## config.mk

```make
export PLATFORM = sky130hd
export DESIGN_NAME = elc_lamp_ctrl
export DESIGN_NICKNAME = d
export VERILOG_FILES = /design/src/hw/elc_pkg.sv /design/src/hw/elc_lamp_ctrl.sv
export SDC_FILE = /design/constraint.sdc
export NUM_CORES = 1
export LEC_CHECK = 0
export ABC_AREA = 1
export BUFFER_PORTS_ARGS = -buffer_cell sky130_fd_sc_hd__buf_2
export CORE_ASPECT_RATIO = 0.8
export CORE_UTILIZATION = 45
export CTS_BUF_LIST = sky130_fd_sc_hd__clkbuf_16
export DETAILED_ROUTE_END_ITERATION = 10
export SLEW_MARGIN = 15
export SYNTH_ARGS = -nofsm -noshare
export SYNTH_HDL_FRONTEND = slang
export SYNTH_SLANG_ARGS = --single-unit
```

## constraint.sdc

```tcl
create_clock -name ref_clk -period 5.56 [get_ports ref_clk]
set_input_delay 0.278 -clock ref_clk [delete_from_list [all_inputs] [get_ports ref_clk]]
set_output_delay 0.278 -clock ref_clk [all_outputs]
set_load 0.02 [all_outputs]
```

## src/hw/elc_pkg.sv

```systemverilog
// constants and carrier types for the exterior lamp controller
// assumes a 10 MHz system clock and millivolt readings from an on-chip adc
package elc_pkg;

    // clock and time base
    localparam int ELC_CLK_HZ = 10_000_000;
    localparam int ELC_TICK_US = 1000;
    localparam int ELC_TICK_CYC = ELC_CLK_HZ / 1_000_000 * ELC_TICK_US;
    localparam int ELC_BUZZ_HZ = 2000;
    localparam logic [11:0] ELC_BUZZ_HALF_CYC = 12'(ELC_CLK_HZ / (2 * ELC_BUZZ_HZ));

    // times in milliseconds, seconds and minutes, counted in ticks
    localparam int ELC_DEB_MS = 10;
    localparam int ELC_FAULT_MS = 300;
    localparam int ELC_BUZZ_MS = 20;
    localparam int ELC_HOLD_S = 30;
    localparam int ELC_REOPEN_MIN = 20;
    localparam int ELC_FLASH_PPM = 85;
    localparam int ELC_FAST_PPM = 140;
    localparam logic [3:0] ELC_DEB_TICKS = 4'(ELC_DEB_MS * 1000 / ELC_TICK_US);
    localparam logic [8:0] ELC_FAULT_TICKS = 9'(ELC_FAULT_MS * 1000 / ELC_TICK_US);
    localparam logic [4:0] ELC_BUZZ_TICKS = 5'(ELC_BUZZ_MS * 1000 / ELC_TICK_US);
    localparam logic [20:0] ELC_HOLD_TICKS = 21'(ELC_HOLD_S * 1_000_000 / ELC_TICK_US);
    localparam logic [20:0] ELC_REOPEN_TICKS = 21'(ELC_REOPEN_MIN * 60_000_000 / ELC_TICK_US);
    localparam logic [8:0] ELC_FLASH_HALF = 9'(60_000_000 / (2 * ELC_FLASH_PPM) / ELC_TICK_US);
    localparam logic [8:0] ELC_FAST_HALF = 9'(60_000_000 / (2 * ELC_FAST_PPM) / ELC_TICK_US);

    // thresholds in millivolts
    localparam logic [12:0] ELC_SUPPLY_MIN_MV = 13'd4000;
    localparam logic [12:0] ELC_SUPPLY_MAX_MV = 13'd6000;
    localparam logic [12:0] ELC_TAIL_ON_MV = 13'd1770;
    localparam logic [12:0] ELC_TAIL_OFF_MV = 13'd3470;
    localparam logic [12:0] ELC_HEAD_ON_MV = 13'd610;
    localparam logic [12:0] ELC_HEAD_OFF_MV = 13'd1000;

    // register map, byte addresses
    localparam logic [3:0] ELC_REG_CONFIG = 4'h0;
    localparam logic [3:0] ELC_REG_STATUS = 4'h4;
    localparam logic [3:0] ELC_REG_AUTOCUT = 4'h8;
    localparam logic [3:0] ELC_CFG_RESET = 4'h0;
    localparam int ELC_CFG_SMART_KEY = 0;
    localparam int ELC_CFG_EXPORT = 1;
    localparam int ELC_CFG_NORTH_AM = 2;
    localparam int ELC_CFG_RUN_LIGHT = 3;

    // switch vector bit positions
    localparam int ELC_SW_N = 12;
    localparam int SW_TAIL = 0;
    localparam int SW_KEY = 1;
    localparam int SW_DOOR = 2;
    localparam int SW_ACC = 3;
    localparam int SW_PRIMARY_IGNITION = 4;
    localparam int SW_RUN_IGNITION = 5;
    localparam int SW_PARK = 6;
    localparam int SW_FOG = 7;
    localparam int SW_HAZ = 8;
    localparam int SW_LEFT = 9;
    localparam int SW_RIGHT = 10;
    localparam int SW_FULL = 11;

    // requests decoded by the switch module link
    typedef struct packed {
        logic low_req;
        logic high_req;
        logic pass_req;
        logic auto_req;
        logic comm_fail;
        logic limp_home;
    } elc_link_t;

    // follow-me-home sequence
    typedef enum logic [2:0] {FMH_IDLE, FMH_ARMED, FMH_OPENED, FMH_HOLD, FMH_REOPEN} elc_fmh_t;

endpackage

```

## src/hw/elc_lamp_ctrl.sv

```systemverilog
// exterior lamp controller: tail, head, fog, running light, follow-me-home, flasher
// assumes switch pins are asynchronous, link requests and adc readings are on ref_clk
//
// Overview of operation
// - tail relay on while tail switch on and no auto-cut; auto-cut state kept in storage
// - without smart key, cut tail when key out and driver door open, any order
// - tail switch on again or key in cancels auto-cut, tail back on; tail switch on re-cuts at once while the cut condition holds
// - smart key, no limp-home: cut when accessory, ignitions off and door open
// - low beam relay on with run ignition and low beam request
// - primary and run ignition with link failure forces low beam on
// - run ignition, high request and low beam active drive high relay and indicator
// - run ignition and passing request drive high relay, indicator and low beam
// - auto switch sets tail and low from sensor; primary ignition alone sets tail
// - power and watch sensor supply; outside 4 V to 6 V is a fault forcing low beam with primary ignition
// - supply fault needs 300 ms to raise and 300 ms to clear
// - export setting switches low beam with the tail under auto light
// - tail on below 1.77 V, off above 3.47 V sensor level
// - low beam on below 0.61 V, off above 1.00 V sensor level
// - fog relay on with fog switch, run ignition, low beam on, high beam off
// - running light released by low beam, high beam or passing, or parking brake
// - north american setting keeps tail on whenever low beam is on
// - ignition off, headlight request, door open then closed keeps lamps lit 30 s
// - count two lock commands as trigger; driver door opening clears the count
// - while active, door reopening restarts 20 min, closing restarts 30 s
// - each turn input transition starts a 2 kHz half-duty buzzer tone
// - run ignition flashes selected turn lamps at 85 per minute
// - hazard flashing takes precedence over turn signal
// - lamp failure during turn signal raises rate to 140 per minute
//
// Decided for this implementation: strobed register access and the address map.
`timescale 1ns/100ps
module elc_lamp_ctrl
    import elc_pkg::*;
#(
    parameter int TICK_CYCLES = ELC_TICK_CYC
) (
    input wire logic ref_clk,
    input wire logic rst_n,
    input wire logic [ELC_SW_N-1:0] switch_pins,
    input wire elc_link_t link_req,
    input wire logic lock_cmd,
    input wire logic turn_lamp_fail,
    input wire logic [12:0] light_level_mv,
    input wire logic [12:0] supply_level_mv,
    input wire logic [3:0] reg_addr,
    input wire logic [7:0] reg_wdata,
    input wire logic reg_wr,
    input wire logic reg_rd,
    output logic [7:0] reg_rdata,
    output logic tail_relay_out,
    output logic low_beam_relay_out,
    output logic high_beam_relay_out,
    output logic high_beam_indicator_out,
    output logic fog_relay_out,
    output logic running_light_out,
    output logic sensor_supply_en_out,
    output logic sensor_fault_out,
    output logic turn_left_out,
    output logic turn_right_out,
    output logic buzzer_out
);

    typedef struct packed {
        logic [ELC_SW_N-1:0] sw_s1;
        logic [ELC_SW_N-1:0] sw_s2;
        logic [ELC_SW_N-1:0] sw_smp;
        logic [ELC_SW_N-1:0] sw_deb;
        logic [ELC_SW_N-1:0] sw_prev;
        logic [13:0] tick_cnt;
        logic tick;
        logic [3:0] deb_cnt;
        logic [3:0] config_bits;
        logic autocut;
        logic cut_cond;
        logic tail_dark;
        logic head_dark;
        logic fault;
        logic [8:0] fault_cnt;
        logic [8:0] flash_cnt;
        logic flash_on;
        logic fail_latched;
        logic [11:0] buzz_div;
        logic [4:0] buzz_ms;
        logic buzz;
        logic [1:0] lock_cnt;
        elc_fmh_t fmh;
        logic [20:0] fmh_cnt;
        logic tail;
        logic low;
        logic high;
        logic fog;
        logic run_light;
        logic left;
        logic right;
        logic [7:0] rdata;
        logic supply_en;
    } elc_state_t;

    elc_state_t st_r;
    elc_state_t st_nxt;

    // hysteresis: turn on below the low mark, off above the high mark
    function automatic logic hyst(input logic cur, input logic [12:0] lvl,
                                  input logic [12:0] on_mv, input logic [12:0] off_mv);
        logic res;
        res = cur;
        if (lvl < on_mv) begin
            res = 1'b1;
        end else if (lvl > off_mv) begin
            res = 1'b0;
        end
        return res;
    endfunction

    ////////////////////////////////////////////////////////////////////////////
    // next-state logic

    always_comb begin
        logic [ELC_SW_N-1:0] sw;
        logic primary_ignition;
        logic run_ignition;
        logic acc;
        logic door;
        logic door_open_edge;
        logic door_close_edge;
        logic smart;
        logic cut_now;
        logic oor;
        logic auto_tail;
        logic auto_low;
        logic fmh_lit;
        logic low_v;
        logic high_v;
        logic flash_req;
        logic haz;
        logic left_req;
        logic right_req;
        logic [8:0] half;
        sw = st_r.sw_deb;
        primary_ignition = sw[SW_PRIMARY_IGNITION];
        run_ignition = sw[SW_RUN_IGNITION];
        acc = sw[SW_ACC];
        door = sw[SW_DOOR];
        door_open_edge = door & ~st_r.sw_prev[SW_DOOR];
        door_close_edge = ~door & st_r.sw_prev[SW_DOOR];
        smart = st_r.config_bits[ELC_CFG_SMART_KEY] & ~link_req.limp_home;
        st_nxt = st_r;

        // sync and tick
        // two flops before anything reads the pins; the first one feeds only the second
        st_nxt.sw_s1 = switch_pins;
        st_nxt.sw_s2 = st_r.sw_s1;
        st_nxt.sw_prev = st_r.sw_deb;
        st_nxt.tick = 1'b0;
        if (st_r.tick_cnt == 14'(TICK_CYCLES - 1)) begin
            st_nxt.tick_cnt = '0;
            st_nxt.tick = 1'b1;
        end else begin
            st_nxt.tick_cnt = st_r.tick_cnt + 14'h1;
        end

        // debounce
        // a level is accepted once two samples a debounce period apart agree
        if (st_r.tick) begin
            if (st_r.deb_cnt == ELC_DEB_TICKS - 4'h1) begin
                st_nxt.deb_cnt = '0;
                st_nxt.sw_smp = st_r.sw_s2;
                st_nxt.sw_deb = (st_r.sw_s2 & st_r.sw_smp) | (st_r.sw_deb & (st_r.sw_s2 | st_r.sw_smp));
            end else begin
                st_nxt.deb_cnt = st_r.deb_cnt + 4'h1;
            end
        end

        st_nxt.supply_en = primary_ignition | acc;
        oor = (supply_level_mv < ELC_SUPPLY_MIN_MV) || (supply_level_mv > ELC_SUPPLY_MAX_MV);
        if (!(primary_ignition || acc)) begin
            // unpowered sensor: nothing to judge, filter starts fresh
            st_nxt.fault = 1'b0;
            st_nxt.fault_cnt = '0;
        end else if (oor == st_r.fault) begin
            st_nxt.fault_cnt = '0;
        end else if (st_r.tick) begin
            if (st_r.fault_cnt == ELC_FAULT_TICKS - 9'h1) begin
                st_nxt.fault = oor;
                st_nxt.fault_cnt = '0;
            end else begin
                st_nxt.fault_cnt = st_r.fault_cnt + 9'h1;
            end
        end

        // tail and head hysteresis
        // a faulty supply makes the level meaningless, so the decision is frozen
        if (!st_r.fault) begin
            st_nxt.tail_dark = hyst(st_r.tail_dark, light_level_mv, ELC_TAIL_ON_MV, ELC_TAIL_OFF_MV);
            st_nxt.head_dark = hyst(st_r.head_dark, light_level_mv, ELC_HEAD_ON_MV, ELC_HEAD_OFF_MV);
        end

        auto_tail = link_req.auto_req & primary_ignition & st_r.tail_dark;
        auto_low = link_req.auto_req & primary_ignition & run_ignition &
                   (st_r.config_bits[ELC_CFG_EXPORT] ? st_r.tail_dark : st_r.head_dark);

        if (door_open_edge) begin
            st_nxt.lock_cnt = '0;
        end else if (lock_cmd && st_r.lock_cnt != 2'h2) begin
            st_nxt.lock_cnt = st_r.lock_cnt + 2'h1;
        end

        if (st_r.tick && st_r.fmh_cnt != '0) begin
            st_nxt.fmh_cnt = st_r.fmh_cnt - 21'h1;
        end
        if (primary_ignition || run_ignition) begin
            st_nxt.fmh = FMH_IDLE;
        end else begin
            unique case (st_r.fmh)
                FMH_IDLE: begin
                    if (link_req.low_req || st_r.lock_cnt == 2'h2) begin
                        st_nxt.fmh = FMH_ARMED;
                    end
                end
                FMH_ARMED: begin
                    if (door_open_edge) begin
                        st_nxt.fmh = FMH_OPENED;
                    end
                end
                FMH_OPENED: begin
                    if (door_close_edge) begin
                        st_nxt.fmh = FMH_HOLD;
                        st_nxt.fmh_cnt = ELC_HOLD_TICKS;
                    end
                end
                FMH_HOLD: begin
                    if (door_open_edge) begin
                        st_nxt.fmh = FMH_REOPEN;
                        st_nxt.fmh_cnt = ELC_REOPEN_TICKS;
                    end else if (st_r.fmh_cnt == '0) begin
                        st_nxt.fmh = FMH_IDLE;
                    end
                end
                FMH_REOPEN: begin
                    if (door_close_edge) begin
                        st_nxt.fmh = FMH_HOLD;
                        st_nxt.fmh_cnt = ELC_HOLD_TICKS;
                    end else if (st_r.fmh_cnt == '0) begin
                        st_nxt.fmh = FMH_IDLE;
                    end
                end
            endcase
        end
        fmh_lit = (st_r.fmh == FMH_HOLD) || (st_r.fmh == FMH_REOPEN);

        low_v = (run_ignition & link_req.low_req) |
                (primary_ignition & run_ignition & link_req.comm_fail) |
                (run_ignition & link_req.pass_req) |
                (primary_ignition & st_r.fault) |
                auto_low | fmh_lit;
        high_v = run_ignition & ((link_req.high_req & low_v) | link_req.pass_req);
        st_nxt.low = low_v;
        st_nxt.high = high_v;
        st_nxt.fog = sw[SW_FOG] & run_ignition & low_v & ~high_v;
        st_nxt.run_light = st_r.config_bits[ELC_CFG_RUN_LIGHT] & run_ignition &
                           ~(low_v | high_v | link_req.pass_req | sw[SW_PARK]);

        // tail auto-cut, smart key or key switch
        // acting on the rising edge of the combined level makes the order of events irrelevant
        cut_now = sw[SW_TAIL] & door & (smart ? ~(acc | primary_ignition | run_ignition) : ~sw[SW_KEY]);
        st_nxt.cut_cond = cut_now;
        if ((sw[SW_TAIL] & ~st_r.sw_prev[SW_TAIL]) || (sw[SW_KEY] & ~st_r.sw_prev[SW_KEY])) begin
            st_nxt.autocut = 1'b0;
        end
        if (reg_wr && reg_addr == ELC_REG_AUTOCUT) begin
            st_nxt.autocut = reg_wdata[0];
        end
        if (cut_now && !st_r.cut_cond) begin
            st_nxt.autocut = 1'b1;
        end
        st_nxt.tail = (sw[SW_TAIL] & ~st_r.autocut) | auto_tail | fmh_lit |
                      (st_r.config_bits[ELC_CFG_NORTH_AM] & low_v);

        haz = sw[SW_HAZ];
        left_req = haz | (run_ignition & sw[SW_LEFT] & (sw[SW_FULL] | ~sw[SW_RIGHT]));
        right_req = haz | (run_ignition & sw[SW_RIGHT] & (sw[SW_FULL] | ~sw[SW_LEFT]));
        flash_req = left_req | right_req;
        st_nxt.fail_latched = flash_req & (st_r.fail_latched | turn_lamp_fail);
        half = (st_r.fail_latched && !haz) ? ELC_FAST_HALF : ELC_FLASH_HALF;
        if (!flash_req) begin
            // first half-period starts lit as soon as a request appears
            st_nxt.flash_on = 1'b1;
            st_nxt.flash_cnt = '0;
        end else if (st_r.tick) begin
            if (st_r.flash_cnt >= half - 9'h1) begin
                st_nxt.flash_cnt = '0;
                st_nxt.flash_on = ~st_r.flash_on;
            end else begin
                st_nxt.flash_cnt = st_r.flash_cnt + 9'h1;
            end
        end
        st_nxt.left = left_req & st_r.flash_on;
        st_nxt.right = right_req & st_r.flash_on;

        if ((sw[SW_LEFT] ^ st_r.sw_prev[SW_LEFT]) || (sw[SW_RIGHT] ^ st_r.sw_prev[SW_RIGHT])) begin
            st_nxt.buzz_ms = ELC_BUZZ_TICKS;
        end else if (st_r.tick && st_r.buzz_ms != '0) begin
            st_nxt.buzz_ms = st_r.buzz_ms - 5'h1;
        end
        if (st_r.buzz_ms == '0) begin
            st_nxt.buzz = 1'b0;
            st_nxt.buzz_div = ELC_BUZZ_HALF_CYC - 12'h1; // burst opens high
        end else if (st_r.buzz_div == ELC_BUZZ_HALF_CYC - 12'h1) begin
            st_nxt.buzz_div = '0;
            st_nxt.buzz = ~st_r.buzz;
        end else begin
            st_nxt.buzz_div = st_r.buzz_div + 12'h1;
        end

        // register port: read data only in the cycle after the strobe
        if (reg_wr && reg_addr == ELC_REG_CONFIG) begin
            st_nxt.config_bits = reg_wdata[3:0];
        end
        st_nxt.rdata = 8'h00;
        if (reg_rd) begin
            unique case (reg_addr)
                ELC_REG_CONFIG: st_nxt.rdata = {4'h0, st_r.config_bits};
                ELC_REG_STATUS: st_nxt.rdata = {st_r.fmh != FMH_IDLE, st_r.fault, st_r.fog,
                                                st_r.high, st_r.low, st_r.tail, st_r.head_dark, st_r.tail_dark};
                ELC_REG_AUTOCUT: st_nxt.rdata = {7'h00, st_r.autocut};
                default: st_nxt.rdata = 8'h00;
            endcase
        end
    end

    ////////////////////////////////////////////////////////////////////////////
    // state register

    always_ff @(posedge ref_clk) begin
        if (!rst_n) begin
            st_r <= '0;
            st_r.config_bits <= ELC_CFG_RESET;
            st_r.fmh <= FMH_IDLE;
            st_r.flash_on <= 1'b1;
        end else begin
            st_r <= st_nxt;
        end
    end

    ////////////////////////////////////////////////////////////////////////////
    // outputs, each straight from the state register

    assign reg_rdata = st_r.rdata;
    assign tail_relay_out = st_r.tail;
    assign low_beam_relay_out = st_r.low;
    assign high_beam_relay_out = st_r.high;
    assign high_beam_indicator_out = st_r.high;
    assign fog_relay_out = st_r.fog;
    assign running_light_out = st_r.run_light;
    assign sensor_supply_en_out = st_r.supply_en; // supply follows accessory or primary ignition
    assign sensor_fault_out = st_r.fault;
    assign turn_left_out = st_r.left;
    assign turn_right_out = st_r.right;
    assign buzzer_out = st_r.buzz;

endmodule

```

==> results.md, run 1 <==
- The number of sinks driven by the clock tree is around 160.
- Summing all placed instances gives a cell area of 7980 µm².
- The placeable core region is roughly 16000 µm².
- The number of hold violations in the final report is 0.
- The number of inserted filler cells in the final layout is 1519.
- The total area of sequential cells is approximately 3200 µm².
- The pre-antenna-repair detailed-routing pass consisted of 5 iterations.
- The height of the die is about 120 µm.
- The final route contains 6386 vias.
- After synthesis, the share of flip-flops with an asynchronous set or reset is 0%.
- For this run, the total global-route usage over all layers was measured as between 10% and 20%.
- The most used flip-flop cell after synthesis is dfxtp_1.
- The count of different cell masters after synthesis is 51.
- The worst setup path is launched from a flop.
- After synthesis, the cell types taking the most area are dfxtp_1, nand2_1, inv_1.
- Routability-driven placement finished with a final weighted congestion of between 0.8 and 0.9.
- The floorplan step defined a die boundary enclosing roughly 17000 µm².
- In the post-route analysis, the smallest setup slack over all paths is between 3 and 4 ns.
- The synthesized netlist occupies a cell area of ~7500 µm².
- The final-layout setup total negative slack is 0 ns.
- The total overflow left after global routing is 0.
- Port buffering added 76 buffers.
- Yosys instantiated no cell more often than nand2_1.
- The detailed-route wire length per cell is between 10 and 15 µm.
- STA classifies the critical path endpoint as a flop.
- The worst hold path belongs to the class in2reg.
- The type of the worst setup path is reg2reg.
- At the later pin of the worst-skew pair, clock insertion delay measures around 0.44 ns.
- The number of inserted diodes is 0.
- The total of cells resized after clock tree synthesis is 0.
- The net count of the finished layout is 1176.
- After routing the design area is ~8600 µm².
- After synthesis, the largest area contributor takes up 43.1% of total cell area.
- Summing all multi-input logic gate instances after layout gives around 3500 µm².
- The area growth from synthesis to layout is 15.7%.
- The highest clock rate is a little under 0.5 GHz.
- The number of pins with negative max-slew slack in the final report is 0.
- In this run the worst path has a maximum fanout of 8.
- Counting flops and latches in the post-synthesis netlist gives about 160.
- The maximum root-to-sink buffer count is 2.
- The pin count of the biggest net entering global routing is 61.
- For the final database, setup skew stands at between 0.01 and 0.015 ns.
- The first global-routing pass estimated roughly 27000 µm of wire.
- The floorplan has between 40 and 50 rows.
- The cell at the root of the clock tree is clkbuf_16.
- The initial antenna violation count is 0.
- The number of global-route vias before repair is 5709.
- After detailed routing, the number of vias per cell comes to about 4.8.
- The number of enable-type register cells in the synthesized netlist is 0.
- Tracing the worst setup path back leads to its startpoint at st_nxt[116].
- The remaining number of nets flagged by the antenna check after routing is 0.
- The library cell with the largest summed area after synthesis is dfxtp_1.
- The CTS H-tree depth is 4.
- For this run, the number of Yosys warnings is 0.
- In this run switching power makes up about a quarter of total power.
- Counting instances in the post-synthesis netlist gives the leading cell types as nand2_1, dfxtp_1, inv_1, nor2_1, nand3_1.
- Data on the critical path is required at its endpoint by about 6 ns.
- The relative slew slack is approximately 54%.
- The cell count after synthesis is just over 1000.
- The worst path in the final design needs a cycle of slightly above 2 ns, including I/O delays and setup.
- Total power for the finished layout comes to around 2.5 mW.
- In the routed design, unresolved DRC markers number 0.
- STA puts the critical path data arrival time at roughly 2.4 ns.
- The flow ran to the end, and the final reports show no timing, DRC or antenna violations.
- Clock-pin slew was measured on the worst setup and hold paths at 0.07 ns.
- The share of final-layout standard cells stronger than drive strength 1 is between 10% and 20%.
- The first routing iteration left between 400 and 500 violations.
- The synthesized area divided by synthesized cell count is around 7.3 µm².
- In this run, the clock network consumes a little under half of the power.
- In this run the most critical hold path is launched from switch_pins[9].
- Setup repair after global routing left no endpoint under its margin.
- Setup violations remaining at the end of the flow were counted as 0.
- Buffers inserted during clock tree synthesis total 17.
- For this design the static power due to leakage is about 4.0 nW.
- In this run the power density over the cells is 289 nW/µm².
- The share of total power dissipated in combinational logic is 5.5%.
- Of the available clock period, the critical path in the final layout requires a little under two fifths.
- The total wirelength of the detailed-routed design is roughly 16000 µm.
- The top-level I/O count is approximately 80.
- The total net switching power is 0.660 mW.
- The internal power of the cells totals ~1.8 mW.
- The die is roughly 150 µm wide.
- The startpoint of the most critical register-to-register path is st_nxt[116].
- Timing analysis after detailed placement gives a worst setup slack of roughly 3.5 ns.
- The placed wire-length estimate after detailed placement is about 11000 µm.
- The tool flagged a number of max-cap violations equal to 0.
- Synthesis produced a netlist with a net count of about 1100.
- Sequential cells burn between 40% and 50% of the power.
- The TritonCTS clock tree is done.
- The worst voltage drop across the vdd grid is 0.194 mV.
- The slew at the pin closest to its max-slew limit is 0.683 ns.
- The starting density of the core is a little under half.
- The fraction of the yosys area taken by sequential cells is a little over two fifths.
[area by class of cell]
type | instances | area share (%)
Clock inverter | 15 | 2.08
Timing Repair Buffer | 85 | 5.35
Clock buffer | 17 | 4.92
Sequential cell | 161 | 37.3
Inverter | 164 | 7.13
Multi-Input combinational cell | 672 | 40.1
Tap cell | 215 | 3.11
[routing by layer]
| metal | share of wire, % | track usage (%) | vias to the layer above |
|---|---|---|---|
| li1 | - | - | 3424 |
| met1 | 53 | 27.4 | 2835 |
| met2 | 42 | 29.1 | 112 |
| met3 | 3.9 | 4.96 | 15 |
| met4 | 1.2 | 7.57 | 0 |
| met5 | 0 | 0 | - |
[sequential cells by signal, summed over array words and instances, names as in the netlist]
register	cells
buzzer_out	1
reg_rdata	8
high_beam_indicator_out	1
sensor_fault_out	1
low_beam_relay_out	1
sensor_supply_en_out	1
running_light_out	1
fog_relay_out	1
st_nxt	24
st_r	119
turn_right_out	1
tail_relay_out	1
turn_left_out	1
[kinds of logic after synthesis]
| logic type | after synthesis | synth area share [%] |
|---|---|---|
| mux | 1 | 0.134 |
| buf+inv | 191 | 10.4 |
| compound gates | 139 | 10.9 |
| flops | 161 | 43.1 |
| fa+ha+maj | 13 | 2.18 |
| simple gates | 488 | 29.6 |
| xor+xnor | 31 | 3.63 |
[through the flow]
step	utilization (%)	instances	hold slack (ns)
final	54.0	1329	0.0161
after global routing	54.0	1329	0.0120
after CTS	54.0	1329	0.00307
after detailed placement	49.9	1291	0.398
after global placement	49.9	1291	0.392
after floorplan	-	1024	0.372
[what timing repair did]
item / in CTS / in global routing
hold endpoints to repair: 6 / 0
setup buffers: 0 / 0
hold buffers: 6 / 0
[worst max-delay path, cell delays in order, from the launching register on]
cell and delay, ns:
dfxtp_1 0.35, nor2_1 0.27, inv_1 0.08, ha_1 0.27, nand2_1 0.06, nor3_1 0.21
nand3_1 0.11, nand3_1 0.14, nand2_1 0.08, nand2_1 0.23, or2_1 0.14, inv_1 0.03
[power by group through the flow]
stage	registers, mW	logic, mW	clock network [mW]
2_1_floorplan	1.21	0.0879	0
3_3_place_gp	1.21	0.132	0
3_5_place_dp	1.21	0.133	0
4_1_cts	1.19	0.138	1.21
5_1_grt	1.19	0.159	1.26
6_report	1.19	0.138	1.17
[path summary, 6_finish.rpt]
check / endpoint / slack, ns / cells past startpoint
hold / removal: st_nxt[153] / 0.02 / 3
setup / recovery: st_r[69] / 3.49 / 11
hold reg to reg: st_r[153] / 0.41 / 2
setup reg to reg: st_r[69] / 3.49 / 11
[placed cells by master, fill, tap and decap left out, types with 3 or more instances in the layout]
master / Yosys / layout
nor2_2: 9 / 9
o21ai_0: 39 / 39
o21ai_1: 3 / 3
nand3_1: 63 / 63
o211ai_1: 7 / 7
nor3_1: 22 / 22
xor2_1: 20 / 20
a21oi_1: 58 / 58
a22oi_1: 5 / 5
dlygate4sd3_1: 0 / 6
nand2_1: 210 / 210
nor4_1: 7 / 7
a31oi_1: 5 / 5
xnor2_1: 11 / 11
nor3b_1: 4 / 4
inv_1: 158 / 158
nand3b_1: 5 / 5
inv_8: 0 / 5
clkinv_8: 0 / 4
dfxtp_1: 161 / 161
or2_2: 3 / 3
inv_6: 0 / 3
nor2_4: 5 / 5
buf_4: 9 / 3
a211oi_1: 5 / 5
ha_1: 13 / 13
inv_2: 4 / 4
a211oi_2: 5 / 5
nand4_1: 16 / 16
nor2_1: 122 / 122
buf_2: 5 / 76
clkbuf_16: 0 / 17
nand2_2: 7 / 7
(Power assumes the default switching activity.)
==> run 2: changes to the inputs <==
Settings changed: ABC_AREA 1 to 0.
Clock period 5.56 ns to 2.15 ns, I/O delays scaled along.
==> run 2 against run 1 <==
Net effect:
- wire length is 1.8% lower
- critical path type unchanged
- largest power group unchanged
- design area is 3.7% lower
- core utilization up 1.1 points
- worst hold slack got worse by 0.0044 ns
- die area decreased by 6.4%
==> results.md, run 2 <==
- The run finished with clean final reports.
- In this run the clock root is driven by a clkbuf_16.
- The arrival time of the worst setup path was 2.30 ns (-0.11 ns).
- The initial antenna violation count is 0 (unchanged).
- The final weighted congestion of routability-driven global placement was 0.908 (+3.8%).
- The library cell with the largest summed area after synthesis is dfxtp_1.
- The share of final-layout standard cells stronger than drive strength 1 is 15.4% (+1.2 points).
- The worst setup path is of the reg2reg kind.
- The number of inserted diodes came to 0 (unchanged).
- The maximum root-to-sink buffer count is 2 (unchanged).
- The share of synthesized registers carrying an async set or reset came to 0% (unchanged).
- The count of different cell masters after synthesis is 65 (+27%).
- The worst register-to-register path begins at st_nxt[116].
- The detailed-route DRC error count was 0 (unchanged).
- The launching element type of the critical path is a flop.
- The time the worst path needs with I/O delays and setup is 1.99 ns (-0.0766 ns).
- The part of the cycle the worst path needs is 92.6% (+55 points).
- The top flip-flop cell by instance count after synthesis is dfxtp_1.
- The clock latency reported for the late side of the worst-skew pair is 0.43 ns (about the same).
- The fraction of synthesized cell area taken by the top area cell type is 46.1% (+3.0 points).
- The number of sinks driven by the clock tree came to 161 (unchanged).
- The pin count of the biggest net entering global routing was 36 (-41%).
- The final-layout setup total negative slack was 0 ns (unchanged).
- The vias after detailed routing is 5821 (-8.8%).
- The final layout net count is 967 (-18%).
- The overall fraction of global-route tracks in use was 20.6% (+0.95 points).
- The worst voltage drop across the vdd grid is 0.562 mV (+190%).
- The clock transition at the register clock pins on the worst setup and hold paths after CTS is 0.07 ns (about the same).
- The first-pass GRT wire length is 26200 µm (-1.8%).
- The number of setup violations in the final report is 0 (unchanged).
- Ranked by total cell area, the synthesized netlist is headed by dfxtp_1, nor2_1, xor2_1.
- The area of the die is 16000 µm² (-6.4%).
- The commonest cells after synthesis are dfxtp_1, nor2_1, nand2_1, a21oi_1, and2_1.
- Setup repair after global routing left no endpoint under its margin.
- Compared with the post-synthesis result, the final layout area differs by 19.2%.
- The relative slew slack came to 46.4% (-8.0 points).
- The global-route congestion overflow total was 0 (unchanged).
- TritonCTS built the clock tree.
- The placeable core region is 15100 µm² (-5.6%).
- The startpoint identified for the worst hold timing path is reg_addr[0].
- The utilization after layout is 55.1% (+1.1 points).
- The number of enable-type register cells in the synthesized netlist is 0 (unchanged).
- The starting density of the core is 46.2% (-0.46 points).
- The yosys synthesis warning count is 0 (unchanged).
- The total wirelength of the detailed-routed design is 15400 µm (-1.8%).
- The top cell types in the final layout, fill and taps aside, are dfxtp_1, nor2_1, buf_2.
- The endpoint kind of the worst setup timing path is a flop.
- The power per unit of standard cell area is 736 nW/µm² (+150%).
- The post-synthesis cell area is 6990 µm² (-6.5%).
- The detailed-route wire length per cell is 13.9 µm (+17%).
- The final worst hold slack is 0.0117 ns (-0.00440 ns).
- The tightest min-delay check is of the in2reg type.
- Tracing the worst setup path back leads to its startpoint at st_nxt[116].
- The site row count is 40 (-2.4%).
- The flip-flop count of the largest register, all copies and words added is 119 (unchanged).
- The number of max-cap violations is 0 (unchanged).
- The register containing the most flip-flops in the final layout is st_r.
- The via count normalized by instance count is 5.22 (+8.6%).
- The CTS H-tree depth is 4 (unchanged).
- The initial DRC count came to 286 (-30%).
- The floorplan die width is 141 µm (-3.3%).
- The number of storage elements in the synthesis netlist came to 161 (unchanged).
- The number of buffers created by CTS was 17 (unchanged).
- The commonest non-fill, non-tap cell in the layout is dfxtp_1.
- The top-level I/O count is 81 (unchanged).
- The slew at the pin closest to its max-slew limit is 0.804 ns (+0.120 ns).
- The cell count after synthesis is 798 (-22%).
- The iteration count of the initial detailed-routing pass is 4 (-1).
- The height of the die is 113 µm (-3.2%).
- The synthesized area divided by synthesized cell count was 8.76 µm² (+20%).
- The total nets after synthesis came to 873 (-21%).
- The placed wire-length estimate after detailed placement came to 11100 µm (+0.25%).
- The final worst clock skew was 0.0123 ns (-0.000102 ns).
- The fraction of the yosys area taken by sequential cells is 46.1% (+3.0 points).
- The most common cell in the synthesized netlist is dfxtp_1.
- The largest fanout on the critical path was 6 (-2).
- The number of hold violations in the final report is 0 (unchanged).
- The number of pins with negative max-slew slack in the final report is 0 (unchanged).
- The worst endpoint required time is 2.46 ns (-3.44 ns).
- The highest clock rate was 0.502 GHz (+3.8%).
- The total of buffers placed on input and output ports is 76 (unchanged).
- The number of global-route vias before repair is 5610 (-1.7%).
- The remaining number of nets flagged by the antenna check after routing is 0 (unchanged).
- The static power due to leakage is 3.18 nW (-20%).
[run 2: cell types whose count changed after synthesis, moves of 7 or more]
cell	change
and2_1	+43
and3_1	+14
clkbuf_1	+13
inv_1	-139
mux2i_1	+10
nand2_1	-136
nand2_2	-7
nand3_1	-35
nor2_1	-23
nor2_2	-9
o21ai_1	+10
xnor2_1	+17
xor2_1	+18
[run 2: repair_timing]
action	4_1_cts	5_1_grt
endpoints found under the hold margin	21	0
resized for setup	1	1
setup endpoints to repair	1	1
pin swaps	0	1
hold buffers	20	0
setup buffers	0	0
[run 2: path summary, 6_finish.rpt]
check                 end  slack, ns  cells after the start
max              st_r[61]       0.16                      8
max reg2reg      st_r[61]       0.16                      8
min          reg_rdata[0]       0.01                      4
min reg2reg     st_r[155]       0.44                      1
[run 2: power breakdown]
group | leakage, nW | internal, mW | total [mW] | switching [mW]
clock | 0.269 | 1.51 | 2.83 | 1.32
sequential | 1.31 | 3.03 | 3.05 | 0.0294
combinational | 1.61 | 0.121 | 0.245 | 0.124
total | 3.18 | 4.65 | 6.13 | 1.48
[run 2: final cells by class]
cell class,instances,area [µm²]
fillers,1413,6780
multi-input cells,580,3520
flip-flops and latches,161,3220
repair buffers,112,701
clock buffers,17,425
well taps,210,263
clock inverters,15,120
inverters,20,75.1
[run 2: kinds of logic after synthesis]
kind of cell	after synthesis	synth area share (%)
buf+inv	57	3.63
compound gates	143	12.0
xor+xnor	66	8.27
fa+ha+maj	13	2.33
flops	161	46.1
simple gates	345	25.7
mux	13	1.93
[run 2: through the flow]
step / worst slack, ns / std cells / power [mW] / instance area [µm²]
after floorplan: 0.227 / 798 / 3.23 / 6990
after global placement: 0.0805 / 1063 / 3.33 / 7580
after detailed placement: 0.0105 / 1063 / 3.34 / 7580
after CTS: 0.104 / 1115 / 6.20 / 8330
after global routing: 0.0228 / 1115 / 6.39 / 8330
final: 0.159 / 1115 / 6.13 / 8330
[run 2: critical path: stages, from the launching register on]
cell and delay (ns):
dfxtp_2 0.37, nand2b_1 0.14, inv_1 0.08, ha_1 0.28, a21oi_1 0.15, o21ai_1 0.10, a221oi_2 0.34, nor3_1 0.07
or3b_1 0.35
[run 2: layer usage]
metal | up-vias | wire [µm] | global-route usage (%)
met5 | - | 0 | 0
met4 | 0 | 69 | 6.30
met3 | 6 | 616 | 5.42
met2 | 107 | 7280 | 33.7
met1 | 2760 | 7480 | 26.5
li1 | 2948 | - | -
==> run 3: changes to the inputs <==
Settings changed: ABC_AREA 0 to 1.
==> run 3 against run 2 <==
Net effect:
- core utilization is 0.46 points higher
- clock power is 5% higher
- die area is 6.8% higher
- worst hold slack better by 0.018 ns
- combinational power is 59% higher
- clock-buffer cell count stayed put
- fmax is 1.2% higher
- critical path type unchanged
==> results.md, run 3 (same netlist as run 1, synthesis figures left out) <==
- The TritonCTS clock tree is done.
- The path class of the lowest-slack min-delay path is in2reg.
- The placed instance count came to 1296 (+22%).
- The clock transition at the register clock pins on the worst setup and hold paths after CTS was 0.07 ns (about the same).
- The endpoint of the worst hold path is st_r[81].
- The launching element type of the critical path is a flop.
- The run finished with clean final reports.
- Setup repair after global routing left no endpoint under its margin.
- The largest fanout on the critical path is 8 (+2).
- The worst setup path is captured at a flop.
- In the layout the commonest cells are nand2_1, dfxtp_1, inv_1.
- The worst register-to-register path ends at st_r[69].
- The cell area after layout came to 8900 µm² (+6.8%).
- The detailed-route DRC error count is 0 (unchanged).
- The final worst clock skew is 0.0104 ns (-0.00183 ns).
- The worst voltage drop across the vdd grid is 0.498 mV (-12%).
- The register with the most flip-flops in the final layout is st_r.
- The area of the die was 17100 µm² (+6.8%).
- The number of hold violations in the final report is 0 (unchanged).
- The power per unit of standard cell area was 723 nW/µm² (-1.7%).
- The top-level I/O count is 81 (unchanged).
- The signed area change from the synthesized netlist to the final layout is 19.0%.
- The number of buffers created by CTS is 17 (unchanged).
- The highest clock rate was 0.508 GHz (+1.2%).
- The startpoint identified for the worst hold timing path is light_level_mv[6].
- The time the worst path needs with I/O delays and setup is 1.97 ns (-0.0235 ns).
- The flip-flop count of the largest register, all copies and words added is 119 (unchanged).
- The startpoint identified for the worst register-to-register timing path is st_nxt[116].
- The number of sinks driven by the clock tree came to 161 (unchanged).
- The number of buffers added to fix hold violations after cts is 27 (+35%).
- The detailed-route wire length per cell is 11.9 µm (-14%).
- The site row count was 41 (+2.5%).
- The part of the cycle the worst path needs is 91.5% (-1.1 points).
- The static power due to leakage came to 4.08 nW (+28%).
- The maximum root-to-sink buffer count is 2 (unchanged).
- The number of global-route vias before repair is 5763 (+2.7%).
- The CTS H-tree depth is 4 (unchanged).
- The final weighted congestion of routability-driven global placement is 0.875 (-3.7%).
- The post-route non-filler standard cell count came to 1355 (+22%).
- The final-layout setup total negative slack was 0 ns (unchanged).
- The total of buffers placed on input and output ports is 76 (unchanged).
- The clock latency reported for the late side of the worst-skew pair is 0.43 ns (about the same).
- The number of max-cap violations is 0 (unchanged).
- The initial antenna violation count is 0 (unchanged).
- The share of final-layout standard cells stronger than drive strength 1 came to 14.2% (-1.1 points).
- CTS placed an instance of clkbuf_16 at the clock tree root.
- The total wirelength of the detailed-routed design came to 16100 µm (+4.1%).
- The cell area after placement was 8030 µm² (+6.0%).
- The placed wire-length estimate after detailed placement is 11400 µm (+2.9%).
- The initial DRC count was 440 (+54%).
- The via count normalized by instance count came to 4.77 (-8.7%).
- The number of pins with negative max-slew slack in the final report is 0 (unchanged).
- The commonest non-fill, non-tap cell in the layout is nand2_1.
- The worst endpoint required time is 2.49 ns (+0.03 ns).
- The arrival time of the worst setup path is 2.30 ns (about the same).
- The starting density of the core is 46.7% (+0.46 points).
- The first-pass GRT wire length is 27100 µm (+3.5%).
- The height of the die was 117 µm (+3.4%).
- The global-route congestion overflow total was 0 (unchanged).
- The number of setup violations in the final report is 0 (unchanged).
- By startpoint and endpoint, the worst setup path is classified as reg2reg.
- The overall fraction of global-route tracks in use is 19.7% (-0.91 points).
- The total of cells resized after clock tree synthesis was 0 (-1).
- The number of cells on the worst reg-to-reg path is 11 (+3).
- The relative slew slack came to 61.2% (+15 points).
- The number of inserted diodes is 0 (unchanged).
- The remaining number of nets flagged by the antenna check after routing is 0 (unchanged).
- The pin count of the biggest net entering global routing is 61 (+69%).
- The placeable core region came to 16000 µm² (+5.9%).
- The worst reg-to-reg setup slack was 0.18 ns (+0.02 ns).
- The final layout net count came to 1202 (+24%).
- The iteration count of the initial detailed-routing pass was 5 (+1).
- The number of cells on the worst hold path was 4 (unchanged).
- The floorplan die width is 146 µm (+3.4%).
- The number of post-CTS setup repair buffers is 0 (unchanged).
- The slew at the pin closest to its max-slew limit is 0.575 ns (-0.228 ns).
- The vias after detailed routing is 6457 (+11%).
## run 3: cell types whose count changed in the layout (fill, tap and decap cells not counted), sizes merged, moves of 7 or more
cell,delta
dlygate4sd3,+7
xor2,-18
buf,-8
nand2,+144
nor2,+37
clkinv,+8
xnor2,-17
a21oi,+7
mux2i,-11
and3,-14
inv,+138
and2,-43
nand3,+38
## run 3: area by class of cell
cell class	count	area, µm²
clock inverters	15	168
fillers	1545	7110
multi-input cells	672	3470
clock buffers	17	425
flip-flops and latches	161	3220
well taps	215	269
repair buffers	111	723
inverters	164	617
## run 3: through the flow
stage	worst slack (ns)	hold slack (ns)	power [mW]	utilization [%]
floorplan	0.407	0.202	3.36	-
global placement	0.218	0.286	3.49	50.2
detailed placement	0.207	0.290	3.49	50.2
CTS	0.183	0.0149	6.50	55.6
global route	0.00774	0.0383	6.69	55.6
finish	0.182	0.0295	6.44	55.6
## run 3: power breakdown
part	leakage, nW	total (mW)	switching (mW)	internal, mW
combinational	2.48	0.390	0.227	0.163
clock	0.289	2.97	1.42	1.56
sequential	1.31	3.07	0.0358	3.04
total	4.08	6.44	1.68	4.76
## run 3: routing by layer
metal  track usage [%]  share of wire (%)  up-vias
li1                  -                  -     3471
met1              27.5                 53     2849
met2              30.6                 42      120
met3              3.91                3.8       17
met4              6.39                1.2        0
met5                 0                  0        -
## run 3: worst max-delay path by stage
stage               slack, ns         from        to
global placement         0.22  st_nxt[116]  st_r[69]
global route            0.008  st_nxt[116]  st_r[69]
detailed placement       0.21  st_nxt[116]  st_r[69]
CTS                      0.18  st_nxt[116]  st_r[69]
floorplan                0.41     st_r[60]  st_r[69]
finish                   0.18  st_nxt[116]  st_r[69]
## run 3: worst max-delay path: stages, from the launching register on
cell,delay [ns]
dfxtp_1,0.35
nor2_1,0.20
inv_1,0.07
ha_1,0.27
nand2_1,0.06
nor3_1,0.19
nand3_1,0.10
nand3_1,0.13
nand2_1,0.08
nand2_1,0.24
or2_1,0.15
inv_1,0.03
